`config.mk`:
```
export PLATFORM = sky130hd
export DESIGN_NAME = fxa_decoder
export DESIGN_NICKNAME = d
export VERILOG_FILES = /design/src/pkg/fxa_pkg.sv /design/src/logic/fxa_decoder.sv
export SDC_FILE = /design/constraint.sdc
export NUM_CORES = 1
export LEC_CHECK = 0
export BUFFER_PORTS_ARGS = -buffer_cell sky130_fd_sc_hd__buf_2
export CORE_UTILIZATION = 50
export CTS_CLUSTER_SIZE = 16
export DETAILED_ROUTE_END_ITERATION = 8
export MAX_ROUTING_LAYER = met4
export PLACE_DENSITY = 0.8
export REMOVE_ABC_BUFFERS = 1
export SKIP_LAST_GASP = 1
export SLEW_MARGIN = 20
export SYNTH_ARGS = -nofsm -noshare
export SYNTH_HDL_FRONTEND = slang
export SYNTH_SLANG_ARGS = --single-unit
```
`constraint.sdc`:
```
create_clock -name clk -period 2.38 [get_ports clk]
set_input_delay 0.476 -clock clk [delete_from_list [all_inputs] [get_ports clk]]
set_output_delay 0.476 -clock clk [all_outputs]
set_load 0.02 [all_outputs]
```
`src/pkg/fxa_pkg.sv`:
```
/*
  Constants, types and register map of the flash extended-addressing decoder.
  Assumes a single 250 MHz system clock and SPI pins sampled from outside it.
*/
// Function
// - dedicated four-byte opcodes always take four address bytes
// - extended-address bit 7 set makes switchable opcodes take four bytes
// - enter-four-byte command switches width only while bit 7 is clear
// - three-byte address is an offset inside the selected 16-Mbyte bank
// - bank-select supplies the top address byte in three-byte mode; the code takes only its bit 0, as address bit 24, upper bits zero
// - bank extension applies to reads, erases and programs alike
// - bank-select is volatile and resets to bank 0
// - reads stream across bank boundaries with no extra delay
// - a read crossing a bank leaves bank-select unchanged
// - bank-select forms only the start address; later bytes follow counter
// - bank bit 0 picks bank 0 or 01000000h to 01FFFFFFh
// - decode 13h normal read and 0Ch fast read as four-byte
// - decode BCh dual I/O and 3Ch dual output reads as four-byte
// - decode ECh quad I/O and 6Ch quad output reads as four-byte
// - decode 0Eh, BEh, EEh double-rate reads as four-byte
// - decode 12h page program and 34h or 3Eh quad program as four-byte
// - decode 21h, 5Ch, DCh erases as four-byte
// - decode 25h and E0h to E3h protection opcodes as four-byte
// - standard reads take three or four bytes per extended-address bit
// - 02h, 32h, 38h programs take width per extended-address bit
// - D7h, 20h, 52h, D8h, 26h, FAh to FDh take width per that bit
package fxa_pkg;

  // Register byte offsets
  localparam logic [3:0] BANK_SEL_OFS = 4'h0;
  localparam logic [3:0] STATUS_OFS = 4'h4;
  localparam logic [3:0] START_ADDR_OFS = 4'h8;
  localparam logic [3:0] CUR_ADDR_OFS = 4'hC;

  // Bank-select fields and reset value
  localparam int EXT_ADDR_BIT = 7;
  localparam int BANK_BIT = 0;
  localparam logic [7:0] BANK_SEL_RST = 8'h00;

  // Address byte counts
  localparam logic [2:0] ADDR_BYTES_NARROW = 3'h3;
  localparam logic [2:0] ADDR_BYTES_WIDE = 3'h4;

  // Bus responses
  localparam logic [1:0] RESP_OKAY = 2'h0;
  localparam logic [1:0] RESP_SLVERR = 2'h2;

  // Command classes from the opcode decoder
  typedef enum logic [1:0] {
    CLS_NONE = 2'b00,
    CLS_FIXED_WIDE = 2'b01,
    CLS_SWITCHABLE = 2'b10,
    CLS_ENTER_WIDE = 2'b11
  } fxa_cls_e;

  // Frame states
  typedef enum logic [2:0] {
    ST_IDLE = 3'b000,
    ST_OPCODE = 3'b001,
    ST_ADDR = 3'b010,
    ST_DATA = 3'b011,
    ST_IGNORE = 3'b100
  } fxa_state_e;

  // Decoded command towards the array
  typedef struct packed {
    logic valid;
    logic [7:0] opcode;
    logic wide;
    logic [31:0] startAddr;
    logic byteStrobe;
    logic [31:0] curAddr;
  } fxa_cmd_s;

endpackage : fxa_pkg

```
`src/logic/fxa_decoder.sv`:
```
/*
  Command decoder of a serial NOR flash: chooses three- or four-byte
  addressing, applies the bank-select byte and tracks the streaming address.
  Assumes SPI pins from the host in single-line mode, sampled by clk, and an
  AXI4-Lite master reaching the registers.
*/
`timescale 1ns/1ps
module fxa_decoder #(
  parameter logic [7:0] ENTER_WIDE_OPCODE = 8'hA5,
  parameter int ARRAY_BYTES = 32'h0200_0000
) (
  // Clock and reset
  input wire logic clk,
  input wire logic sys_rst,
  // SPI pins from the host
  input wire logic spiCsN,
  input wire logic spiSck,
  input wire logic spiSi,
  // AXI4-Lite write address and data
  input wire logic [3:0] s_axi_awaddr,
  input wire logic s_axi_awvalid,
  output logic s_axi_awready,
  input wire logic [31:0] s_axi_wdata,
  input wire logic [3:0] s_axi_wstrb,
  input wire logic s_axi_wvalid,
  output logic s_axi_wready,
  // AXI4-Lite write response
  output logic [1:0] s_axi_bresp,
  output logic s_axi_bvalid,
  input wire logic s_axi_bready,
  // AXI4-Lite read
  input wire logic [3:0] s_axi_araddr,
  input wire logic s_axi_arvalid,
  output logic s_axi_arready,
  output logic [31:0] s_axi_rdata,
  output logic [1:0] s_axi_rresp,
  output logic s_axi_rvalid,
  input wire logic s_axi_rready,
  // Decoded command
  output fxa_pkg::fxa_cmd_s cmd
);
  import fxa_pkg::*;

  // Refuse array sizes the wrapping address counter cannot serve
  if (ARRAY_BYTES < 2 || ARRAY_BYTES > 32'h0200_0000)
  begin : g_bad_size
    $error("ARRAY_BYTES out of range");
  end

  // Last array byte; the stream wraps to zero past it
  localparam logic [31:0] LAST_ADDR = 32'(ARRAY_BYTES - 1);

  // Opcode classification
  function automatic fxa_cls_e classify(input logic [7:0] op);
    fxa_cls_e c;
    c = CLS_NONE;
    case (op)
      8'h13, 8'h0C, 8'hBC, 8'h3C, 8'hEC, 8'h6C, 8'h0E, 8'hBE, 8'hEE,
      8'h12, 8'h34, 8'h3E, 8'h21, 8'h5C, 8'hDC,
      8'h25, 8'hE0, 8'hE1, 8'hE2, 8'hE3:
        c = CLS_FIXED_WIDE;
      8'h03, 8'h0B, 8'hBB, 8'h3B, 8'hEB, 8'h6B, 8'h0D, 8'hBD, 8'hED,
      8'h02, 8'h32, 8'h38, 8'hD7, 8'h20, 8'h52, 8'hD8,
      8'h26, 8'hFA, 8'hFB, 8'hFC, 8'hFD:
        c = CLS_SWITCHABLE;
      default:
        c = (op == ENTER_WIDE_OPCODE) ? CLS_ENTER_WIDE : CLS_NONE;
    endcase
    return c;
  endfunction : classify

  // Enter opcode must not shadow a listed address opcode
  if (classify(ENTER_WIDE_OPCODE) != CLS_ENTER_WIDE)
  begin : g_bad_enter
    $error("ENTER_WIDE_OPCODE collides with an address opcode");
  end

  // Array address from received address and bank
  function automatic logic [31:0] formStart(input logic [31:0] a, input logic isWide, input logic [7:0] bank);
    logic [31:0] r;
    r = a;
    if (!isWide)
    begin
      r = {7'h00, bank[BANK_BIT], a[23:0]};
    end
    return r;
  endfunction : formStart

  typedef struct packed {
    logic [2:0] csSync;
    logic [2:0] sckSync;
    logic [2:0] siSync;
    logic csStab;
    logic sckStab;
    logic siStab;
    fxa_state_e state;
    logic [6:0] shift;
    logic [2:0] bitCnt;
    logic [2:0] byteCnt;
    logic [2:0] addrLen;
    logic [7:0] opcode;
    logic [31:0] addr;
    logic wideMode;
    logic [7:0] bank;
    fxa_cmd_s cmd;
    logic awHave;
    logic [3:0] awAddr;
    logic wHave;
    logic [31:0] wData;
    logic [3:0] wStrb;
    logic bValid;
    logic [1:0] bResp;
    logic rValid;
    logic [31:0] rData;
    logic [1:0] rResp;
  } fxa_regs_s;

  fxa_regs_s r_q;
  fxa_regs_s r_d;

  // Byte completing on the current serial clock edge
  logic [7:0] rxByte;
  logic sckRise;
  logic csNext;
  logic sckNext;
  logic siNext;
  logic four_byte_address_enable;
  logic [2:0] lenSel;
  logic [31:0] addrNext;
  // Enter command seen this cycle; wins over a status clear
  logic wideSet;

  assign s_axi_awready = !r_q.awHave && !r_q.bValid;
  assign s_axi_wready = !r_q.wHave && !r_q.bValid;
  assign s_axi_arready = !r_q.rValid;
  assign s_axi_bvalid = r_q.bValid;
  assign s_axi_bresp = r_q.bResp;
  assign s_axi_rvalid = r_q.rValid;
  assign s_axi_rdata = r_q.rData;
  assign s_axi_rresp = r_q.rResp;
  assign cmd = r_q.cmd;

  // Next-state logic
  always_comb
  begin
    r_d = r_q;
    r_d.cmd.valid = 1'b0;
    r_d.cmd.byteStrobe = 1'b0;
    // Three-stage pin synchronisers, stable once stages two and three agree
    r_d.csSync = {r_q.csSync[1:0], spiCsN};
    r_d.sckSync = {r_q.sckSync[1:0], spiSck};
    r_d.siSync = {r_q.siSync[1:0], spiSi};
    csNext = (r_q.csSync[2] == r_q.csSync[1]) ? r_q.csSync[2] : r_q.csStab;
    sckNext = (r_q.sckSync[2] == r_q.sckSync[1]) ? r_q.sckSync[2] : r_q.sckStab;
    siNext = (r_q.siSync[2] == r_q.siSync[1]) ? r_q.siSync[2] : r_q.siStab;
    r_d.csStab = csNext;
    r_d.sckStab = sckNext;
    r_d.siStab = siNext;
    sckRise = sckNext && !r_q.sckStab;
    rxByte = {r_q.shift, siNext};
    four_byte_address_enable = r_q.bank[EXT_ADDR_BIT];
    lenSel = ADDR_BYTES_NARROW;
    addrNext = {r_q.addr[23:0], rxByte};
    wideSet = 1'b0;

    // Serial frame handling
    if (csNext)
    begin
      r_d.state = ST_IDLE;
    end
    else if (r_q.state == ST_IDLE)
    begin
      r_d.state = ST_OPCODE;
      r_d.bitCnt = 3'h0;
      r_d.byteCnt = 3'h0;
      r_d.addr = 32'h0000_0000;
    end
    else if (sckRise)
    begin
      r_d.shift = rxByte[6:0];
      r_d.bitCnt = r_q.bitCnt + 3'h1;
      if (r_q.bitCnt == 3'h7)
      begin
        case (r_q.state)
          ST_OPCODE:
          begin
            r_d.opcode = rxByte;
            case (classify(rxByte))
              CLS_FIXED_WIDE:
              begin
                r_d.addrLen = ADDR_BYTES_WIDE;
                r_d.state = ST_ADDR;
              end
              CLS_SWITCHABLE:
              begin
                if (four_byte_address_enable || r_q.wideMode)
                begin
                  lenSel = ADDR_BYTES_WIDE;
                end
                r_d.addrLen = lenSel;
                r_d.state = ST_ADDR;
              end
              CLS_ENTER_WIDE:
              begin
                if (!four_byte_address_enable)
                begin
                  r_d.wideMode = 1'b1;
                  wideSet = 1'b1;
                end
                r_d.state = ST_IGNORE;
              end
              default:
                r_d.state = ST_IGNORE;
            endcase
          end
          ST_ADDR:
          begin
            r_d.addr = addrNext;
            r_d.byteCnt = r_q.byteCnt + 3'h1;
            if (r_q.byteCnt + 3'h1 == r_q.addrLen)
            begin
              r_d.cmd.valid = 1'b1;
              r_d.cmd.opcode = r_q.opcode;
              r_d.cmd.wide = (r_q.addrLen == ADDR_BYTES_WIDE);
              r_d.cmd.startAddr = formStart(addrNext, r_q.addrLen == ADDR_BYTES_WIDE, r_q.bank);
              r_d.cmd.curAddr = r_d.cmd.startAddr;
              r_d.state = ST_DATA;
            end
          end
          ST_DATA:
          begin
            // Counter runs on through bank edges, bank byte untouched
            r_d.cmd.byteStrobe = 1'b1;
            if (r_q.cmd.curAddr >= LAST_ADDR)
            begin
              r_d.cmd.curAddr = 32'h0000_0000;
            end
            else
            begin
              r_d.cmd.curAddr = r_q.cmd.curAddr + 32'h0000_0001;
            end
          end
          default:
            r_d.state = r_q.state;
        endcase
      end
    end

    // Bus write channels
    if (s_axi_awvalid && !r_q.awHave && !r_q.bValid)
    begin
      r_d.awHave = 1'b1;
      r_d.awAddr = s_axi_awaddr;
    end
    if (s_axi_wvalid && !r_q.wHave && !r_q.bValid)
    begin
      r_d.wHave = 1'b1;
      r_d.wData = s_axi_wdata;
      r_d.wStrb = s_axi_wstrb;
    end
    if (r_q.awHave && r_q.wHave)
    begin
      r_d.awHave = 1'b0;
      r_d.wHave = 1'b0;
      r_d.bValid = 1'b1;
      r_d.bResp = RESP_SLVERR;
      case (r_q.awAddr)
        BANK_SEL_OFS:
        begin
          if (r_q.wStrb[0])
          begin
            r_d.bank = r_q.wData[7:0];
          end
          r_d.bResp = RESP_OKAY;
        end
        STATUS_OFS:
        begin
          // Writing a zero to bit 0 leaves four-byte mode
          if (r_q.wStrb[0] && !r_q.wData[0] && !wideSet)
          begin
            r_d.wideMode = 1'b0;
          end
          r_d.bResp = RESP_OKAY;
        end
        START_ADDR_OFS, CUR_ADDR_OFS:
          r_d.bResp = RESP_OKAY;
        default:
          r_d.bResp = RESP_SLVERR;
      endcase
    end
    if (r_q.bValid && s_axi_bready)
    begin
      r_d.bValid = 1'b0;
    end

    // Bus read channel
    if (s_axi_arvalid && !r_q.rValid)
    begin
      r_d.rValid = 1'b1;
      r_d.rResp = RESP_OKAY;
      case (s_axi_araddr)
        BANK_SEL_OFS:
          r_d.rData = {24'h00_0000, r_q.bank};
        // Status: last decoded opcode, data phase, effective width, mode
        STATUS_OFS:
          r_d.rData = {16'h0000, r_q.cmd.opcode, 5'h00, r_q.state == ST_DATA, four_byte_address_enable || r_q.wideMode,
                       r_q.wideMode};
        START_ADDR_OFS:
          r_d.rData = r_q.cmd.startAddr;
        CUR_ADDR_OFS:
          r_d.rData = r_q.cmd.curAddr;
        default:
        begin
          r_d.rData = 32'h0000_0000;
          r_d.rResp = RESP_SLVERR;
        end
      endcase
    end
    else if (r_q.rValid && s_axi_rready)
    begin
      r_d.rValid = 1'b0;
    end
  end

  // State register
  always_ff @(posedge clk)
  begin
    if (sys_rst)
    begin
      r_q <= '0;
      r_q.csSync <= 3'h7;
      r_q.csStab <= 1'b1;
      r_q.state <= ST_IDLE;
      r_q.bank <= BANK_SEL_RST;
      r_q.addrLen <= ADDR_BYTES_NARROW;
    end
    else
    begin
      r_q <= r_d;
    end
  end

endmodule : fxa_decoder

```
After elaboration in Yosys (flattened, before gate mapping):

Cells that the tools add are included.

* memory bits (read-only): 0
* memory bits (writable): 0
* logic and storage cells: 208
* bits in latches: 0
* output and inout port bits: 116
* bits in registers: 200
* bits of input ports: 54
* memories: 0

* $lt $le $gt $ge: 1
* equal/unequal tests: 62
* bitwise logic cells: 5
* multipliers: 0
* shifts and indexed selects: 0
* add/sub/neg operators: 3
* reductions and logical operators: 53
* mux-type cells: 52
* divide/modulo/power cells: 0

Operator list (count)
* $eq 8x8->1 const B: 20
* $mux 32: 4
* $pmux 32 s4: 1
* $eq 8x6->1 const B: 10
* $pmux 32 s2: 1
* $mux 58: 1
* $mux 47: 1
* $mux 42: 1
* $add 32x1->32 const B: 1
* $eq 8x4->1 const B: 4
* $eq 8x7->1 const B: 4
* $ge 32x25->1 const B: 1
* $mux 24: 1
* $mux 1: 22
* $reduce_or 21->1: 1
* $reduce_or 20->1: 1
* $reduce_and 6->1: 3
* $eq 4x4->1 const B: 4
* $eq 8x2->1 const B: 2
* $eq 8x5->1 const B: 2
* $mux 2: 8
* $mux 8: 2
* $reduce_bool 2->1: 7
* $logic_and 1x1->1: 13
* other kinds (32): 61

Logic depth before layout (Yosys ltp):

* depth in word-level cells: 22
* mapped depth: 12
* mapped depth without buffers: 10

Worst setup path before layout:

OpenSTA, ideal clock, no wires.

* path type: register to register
* from: register r_q (netlist bit addrNext[5])
* to: register r_q[222] (netlist bit)
* required time: 2310 ps
* cell stages (with the launch flop): 11
* path buffers: 2
* library setup time: 70 ps
* arrival time: 2197 ps
* slack: 114 ps
* period minus slack after synthesis: 2266 ps
* cells stage by stage: dfxtp_1 > clkbuf_1 > buf_1 > o22ai_1 > a41oi_1 > a211oi_1 > a31oi_1 > nand2_1 > ha_1 > or3_1 > a21oi_1

* cells in the longest elaborated chain, start to end: 12
* elaborated cells on any way between the ends: 56
* those cells by class: 44 x eq/ne; 9 x mux; 3 x reduce/logical

RTL lines
* start: declaration: RTL line fxa_decoder.sv:118 `fxa_regs_s r_q;`
* start signal: assignment: RTL line fxa_decoder.sv:339 `r_q <= r_d;`
* $eq 8x2->1, or another cell as far along: RTL line fxa_decoder.sv:57 `case (op)`
* $reduce_or 21->1, or another cell as far along: RTL line fxa_decoder.sv:57
* $pmux 2 s2 (*): RTL line fxa_decoder.sv:57
* $mux 2 (*): RTL line fxa_decoder.sv:184 `case (r_q.state)`
* $mux 2 (*): RTL line fxa_decoder.sv:182 `if (r_q.bitCnt == 3'h7)`
* $mux 2 (*): RTL line fxa_decoder.sv:178 `else if (sckRise)`
* $mux 2 (*): RTL line fxa_decoder.sv:171 `else if (r_q.state == ST_IDLE)`
* $mux 2 (*): RTL line fxa_decoder.sv:167 `if (csNext)`
* $eq 2x2->1 or $eq 2x1->1 (tied branches): RTL line fxa_decoder.sv:188 `case (classify(rxByte))`
* $reduce_or 2->1 (no source line) (*)
* $mux 3 (*): RTL line fxa_decoder.sv:188
* $pmux 3 s2 (*): RTL line fxa_decoder.sv:184

Every way passes the cells marked *; elsewhere a longest branch is shown, timed or not. The select of a mux whose other input is x is not followed.
A chain may end at the register's enable or synchronous reset.

Worst setup path after layout:

* from: register r_q (netlist bit addrNext[7])
* to: register r_q[206] (netlist bit)

* cells in the longest elaborated chain, start to end: 11
* elaborated cells on any way between the ends: 56
* those cells by class: 44 x eq/ne; 8 x mux; 4 x reduce/logical

RTL lines (RTL line)
* $eq 8x2->1, or another cell as far along: fxa_decoder.sv:57
* $reduce_or 21->1, or another cell as far along: fxa_decoder.sv:57
* $pmux 2 s2 (*): fxa_decoder.sv:57
* $mux 2 (*): fxa_decoder.sv:184
* $mux 2 (*): fxa_decoder.sv:182
* $mux 2 (*): fxa_decoder.sv:178
* $mux 2 (*): fxa_decoder.sv:171
* $mux 2 (*): fxa_decoder.sv:167
* $eq 2x2->1 or $eq 2x1->1 (tied branches): fxa_decoder.sv:188
* $reduce_bool 2->1 (no source line)
* $reduce_and 6->1 (no source line)

Marks and branches as above.

==> flow_summary.ini <==
[outcome]
result_of_the_run = finished with violations
violations_in_the_final_reports = design-rule violations

[timing]
timing.final.crit_period_ns = 2.254
layout_setup_ws_ns = 0.1258
max_freq_mhz = 443.6
max_slew_margin_pct = 60.63
number_of_hold_violations_in_the_final_report = 0
post-route-period-util_pct = 94.71
timing.clock.skew_ns = 0.01100
timing_worst_slew_pin_value_ns = 0.5899
maxSlewViolCount = 0
setup-tns-final_ns = 0
setup-violations-final = 0
grt_setup_unrepaired = yes

[worst_setup_path]
worstPathCellList = nor2b_1 -> or4_1 -> a21oi_2 -> a41oi_1 -> o22ai_1 -> ha_1 -> and2_1 -> buf_4 -> o21a_1
buf_inv_stages_crit_path = 1
cp.arrival_ns = 2.59
critPathKind = reg2reg
cp_slowest_cell = sky130_fd_sc_hd__or4_1
slowest_delay_ns = 0.48
crit_family = simple AND/OR/NAND/NOR gates
worst_setup_path_end_kind = flip-flop
worstSetupStartpointType = flip-flop
cp_data_required_time_ns = 2.72
critical_path.max_fanout = 7

[clock_network]
cts_root_buffer = sky130_fd_sc_hd__clkbuf_16
cts_max_level = 4
post_cts_hold_buffer_count = 0
cts_tree = yes
cts_made_buffers = 17
cts_sinks = 197
worst_skew_pair.late_latency_ns = 0.44
max-clock-path-buffers = 2
path_clk_slew_ns = 0.07

[run]
drv_cap = 0

[drt]
ant_nets = 0
drt_iter0_markers = 731
avgViaCountPerCell = 5.822
route.vias.total = 8320
drc_errors = 13
first_pass_iteration_count_of_the_detailed_router = 9
postRouteWirelength_mm = 25.33
avgRoutedWirePerCell_um = 17.73

[floorplan]
num_io_pins = 170
floorplan.initialDensity_pct = 51.57
floorplan.die.height_um = 138.8
placementRows = 49
die_width_um = 138.8
floorplan.die_area_um2 = 19270
core_area_um2 = 18150

[power_and_ir_drop]
power.density_nw_per_um2 = 643.0
power_switching_share_pct = 22.17
internal_power_w = 0.005257
power.net_switching_w = 0.001497
power.share.sequential_pct = 49.4
irDropWorstVdd_mv = 0.5275
leakage_power_total_nw = 3.972
combinationalPowerShare_pct = 3.3
design_power_total_w = 0.006754
power.share.clock_pct = 47.3

[layout]
utilization_pct = 57.88
post_route_cells_drive_above_1_share_pct = 23.58
antenna_cells_inserted = 0
flow.area_growth_from_synthesis_pct = 12.23
finalNetCount = 1247

[global_routing]
overflow = 0
antenna_found_initial = 0
global_route_wire_length_before_repair_mm = 40.41
grt_use_total_pct = 26.97
grt_max_degree = 78
grt_pass1_vias = 7711

[placement]
routabilityCongestion = 0.9568
setup_slack_after_placement_ns = -0.01287
io_buffer_count = 140
dp.final_hpwl_mm = 17.11

[logic_synthesis]
postSynthRegisterBits = 197
synth_area_um2 = 9359
synthesis.instances = 1150
synth.yosys.warnings = 0
fraction_of_the_yosys_area_taken_by_sequential_cells_pct = 42.14
synth_enable_flop_cells = 0
synth-main-ff-cell = sky130_fd_sc_hd__dfxtp_1
syn_avg_cell_area_um2 = 8.138
yosysUniqueCellTypes = 67
synthArstFlopShare_pct = 0

[hold_path]
hold_crit_class = in2reg
synth_stat cells (all sizes together) (3+ instances only):
cell type  count  area share (%)
nor4b          3            0.44
ha             6            0.80
and3           5            0.33
a21oi        140             7.5
a221oi         5            0.47
nor4          11            0.87
or3            7            0.52
nand4          7            0.53
dfxtp        197              42
nand3         30             1.7
or4            4            0.36
nor2b         10            0.67
o21ai         21             1.2
o21a           3            0.24
or2            5            0.33
buf          135              10
nor3          20             1.1
nand3b         6            0.48
a22oi         65             5.2
nor2         134             5.4
inv           21            0.84
o31ai          4            0.32
a32oi          4            0.37
nand2        145             5.8
mux2i         31             3.3
nand2b         8            0.53
a31oi          6            0.47
and2           4            0.27
o32ai         15             1.4
o31a           3            0.28
clkbuf        60             2.4
a211oi         3            0.24
worst paths after layout:
check	slack [ns]	from	depth (start not counted)	to
setup / recovery	0.13	addrNext[7]	9	r_q[206]
setup reg to reg	0.13	addrNext[7]	9	r_q[206]
hold / removal	0.22	s_axi_rready	2	s_axi_rvalid
hold reg to reg	0.41	r_d[233]	1	r_d[234]
what timing repair did:
action	4_1_cts	5_1_grt
pin swaps	0	7
resized for setup	1	21
gates cloned	0	0
buffers inserted	0	3
setup endpoints to repair	3	6
layout by cell type, fill, tap and decap left out, types with 5 or more instances in the layout:
cell,count
sky130_fd_sc_hd__nand3_1,29
sky130_fd_sc_hd__dfxtp_2,5
sky130_fd_sc_hd__ha_1,6
sky130_fd_sc_hd__nor4_2,5
sky130_fd_sc_hd__buf_2,140
sky130_fd_sc_hd__buf_4,65
sky130_fd_sc_hd__nor2_1,132
sky130_fd_sc_hd__a22oi_1,65
sky130_fd_sc_hd__inv_1,21
sky130_fd_sc_hd__mux2i_1,31
sky130_fd_sc_hd__a221oi_1,5
sky130_fd_sc_hd__nand2_1,145
sky130_fd_sc_hd__nand2b_1,8
sky130_fd_sc_hd__nand4_1,6
sky130_fd_sc_hd__o21ai_1,6
sky130_fd_sc_hd__or3_1,5
sky130_fd_sc_hd__nand3b_1,6
sky130_fd_sc_hd__o32ai_1,15
sky130_fd_sc_hd__and3_1,5
sky130_fd_sc_hd__inv_6,5
sky130_fd_sc_hd__dfxtp_1,188
sky130_fd_sc_hd__nor2b_1,10
sky130_fd_sc_hd__nor4_1,6
sky130_fd_sc_hd__o21ai_0,13
sky130_fd_sc_hd__clkbuf_16,17
sky130_fd_sc_hd__nor3_1,20
sky130_fd_sc_hd__a21oi_1,138
final cells by class:
class | count | area (um2)
Fill cell | 1636 | 7644
Multi-Input combinational cell | 738 | 4219
Sequential cell | 197 | 3965
Timing Repair Buffer | 212 | 1299
Clock buffer | 20 | 466.7
Tap cell | 229 | 286.5
Clock inverter | 12 | 188.9
Inverter | 21 | 78.83
through the flow:
step           hold slack (ns)  cells  cell area [um2]
2_1_floorplan           0.3895    956             8170
3_3_place_gp            0.3976   1394             9772
3_5_place_dp            0.3947   1394             9772
4_1_cts                 0.2114   1426            10430
5_1_grt                 0.2157   1429            10500
6_report                0.2198   1429            10500
sequential cells by signal, indices dropped and copies added (netlist names):
signal                    count
s_axi_bvalid                  1
addrNext                     31
s_axi_bresp                   1
r_q                          48
s_axi_rdata                  32
r_d                           6
s_axi_rvalid                  1
s_axi_rresp                   1
cmd                          75
four_byte_address_enable      1
power groups by stage:
stage | clock (W) | combinational [W] | sequential, W
after floorplan | 0 | 0.0000860 | 0.00342
after global placement | 0 | 0.000220 | 0.00342
after detailed placement | 0 | 0.000223 | 0.00342
after CTS | 0.00322 | 0.000224 | 0.00334
after global routing | 0.00336 | 0.000245 | 0.00334
final | 0.00319 | 0.000224 | 0.00334
metal layers:
layer	wire length [um]	up-vias	part of all wire, %	track usage, %
met5	0	-	0	-
met4	573	0	2.3	9.766
met1	11100	3997	44	34.12
met3	1578	45	6.2	3.833
li1	-	3972	-	-
met2	12080	306	48	43.89
cells by family after synthesis:
logic type	Yosys count	synth area share (%)
compound gates	286	19.30
xor+xnor	3	0.4278
fa+ha+maj	8	1.016
buf+inv	216	13.58
flops	197	42.14
mux	32	3.436
other cells	1	0.04007
simple gates	407	20.05
Note: power is estimated with default switching activity, not from simulation.
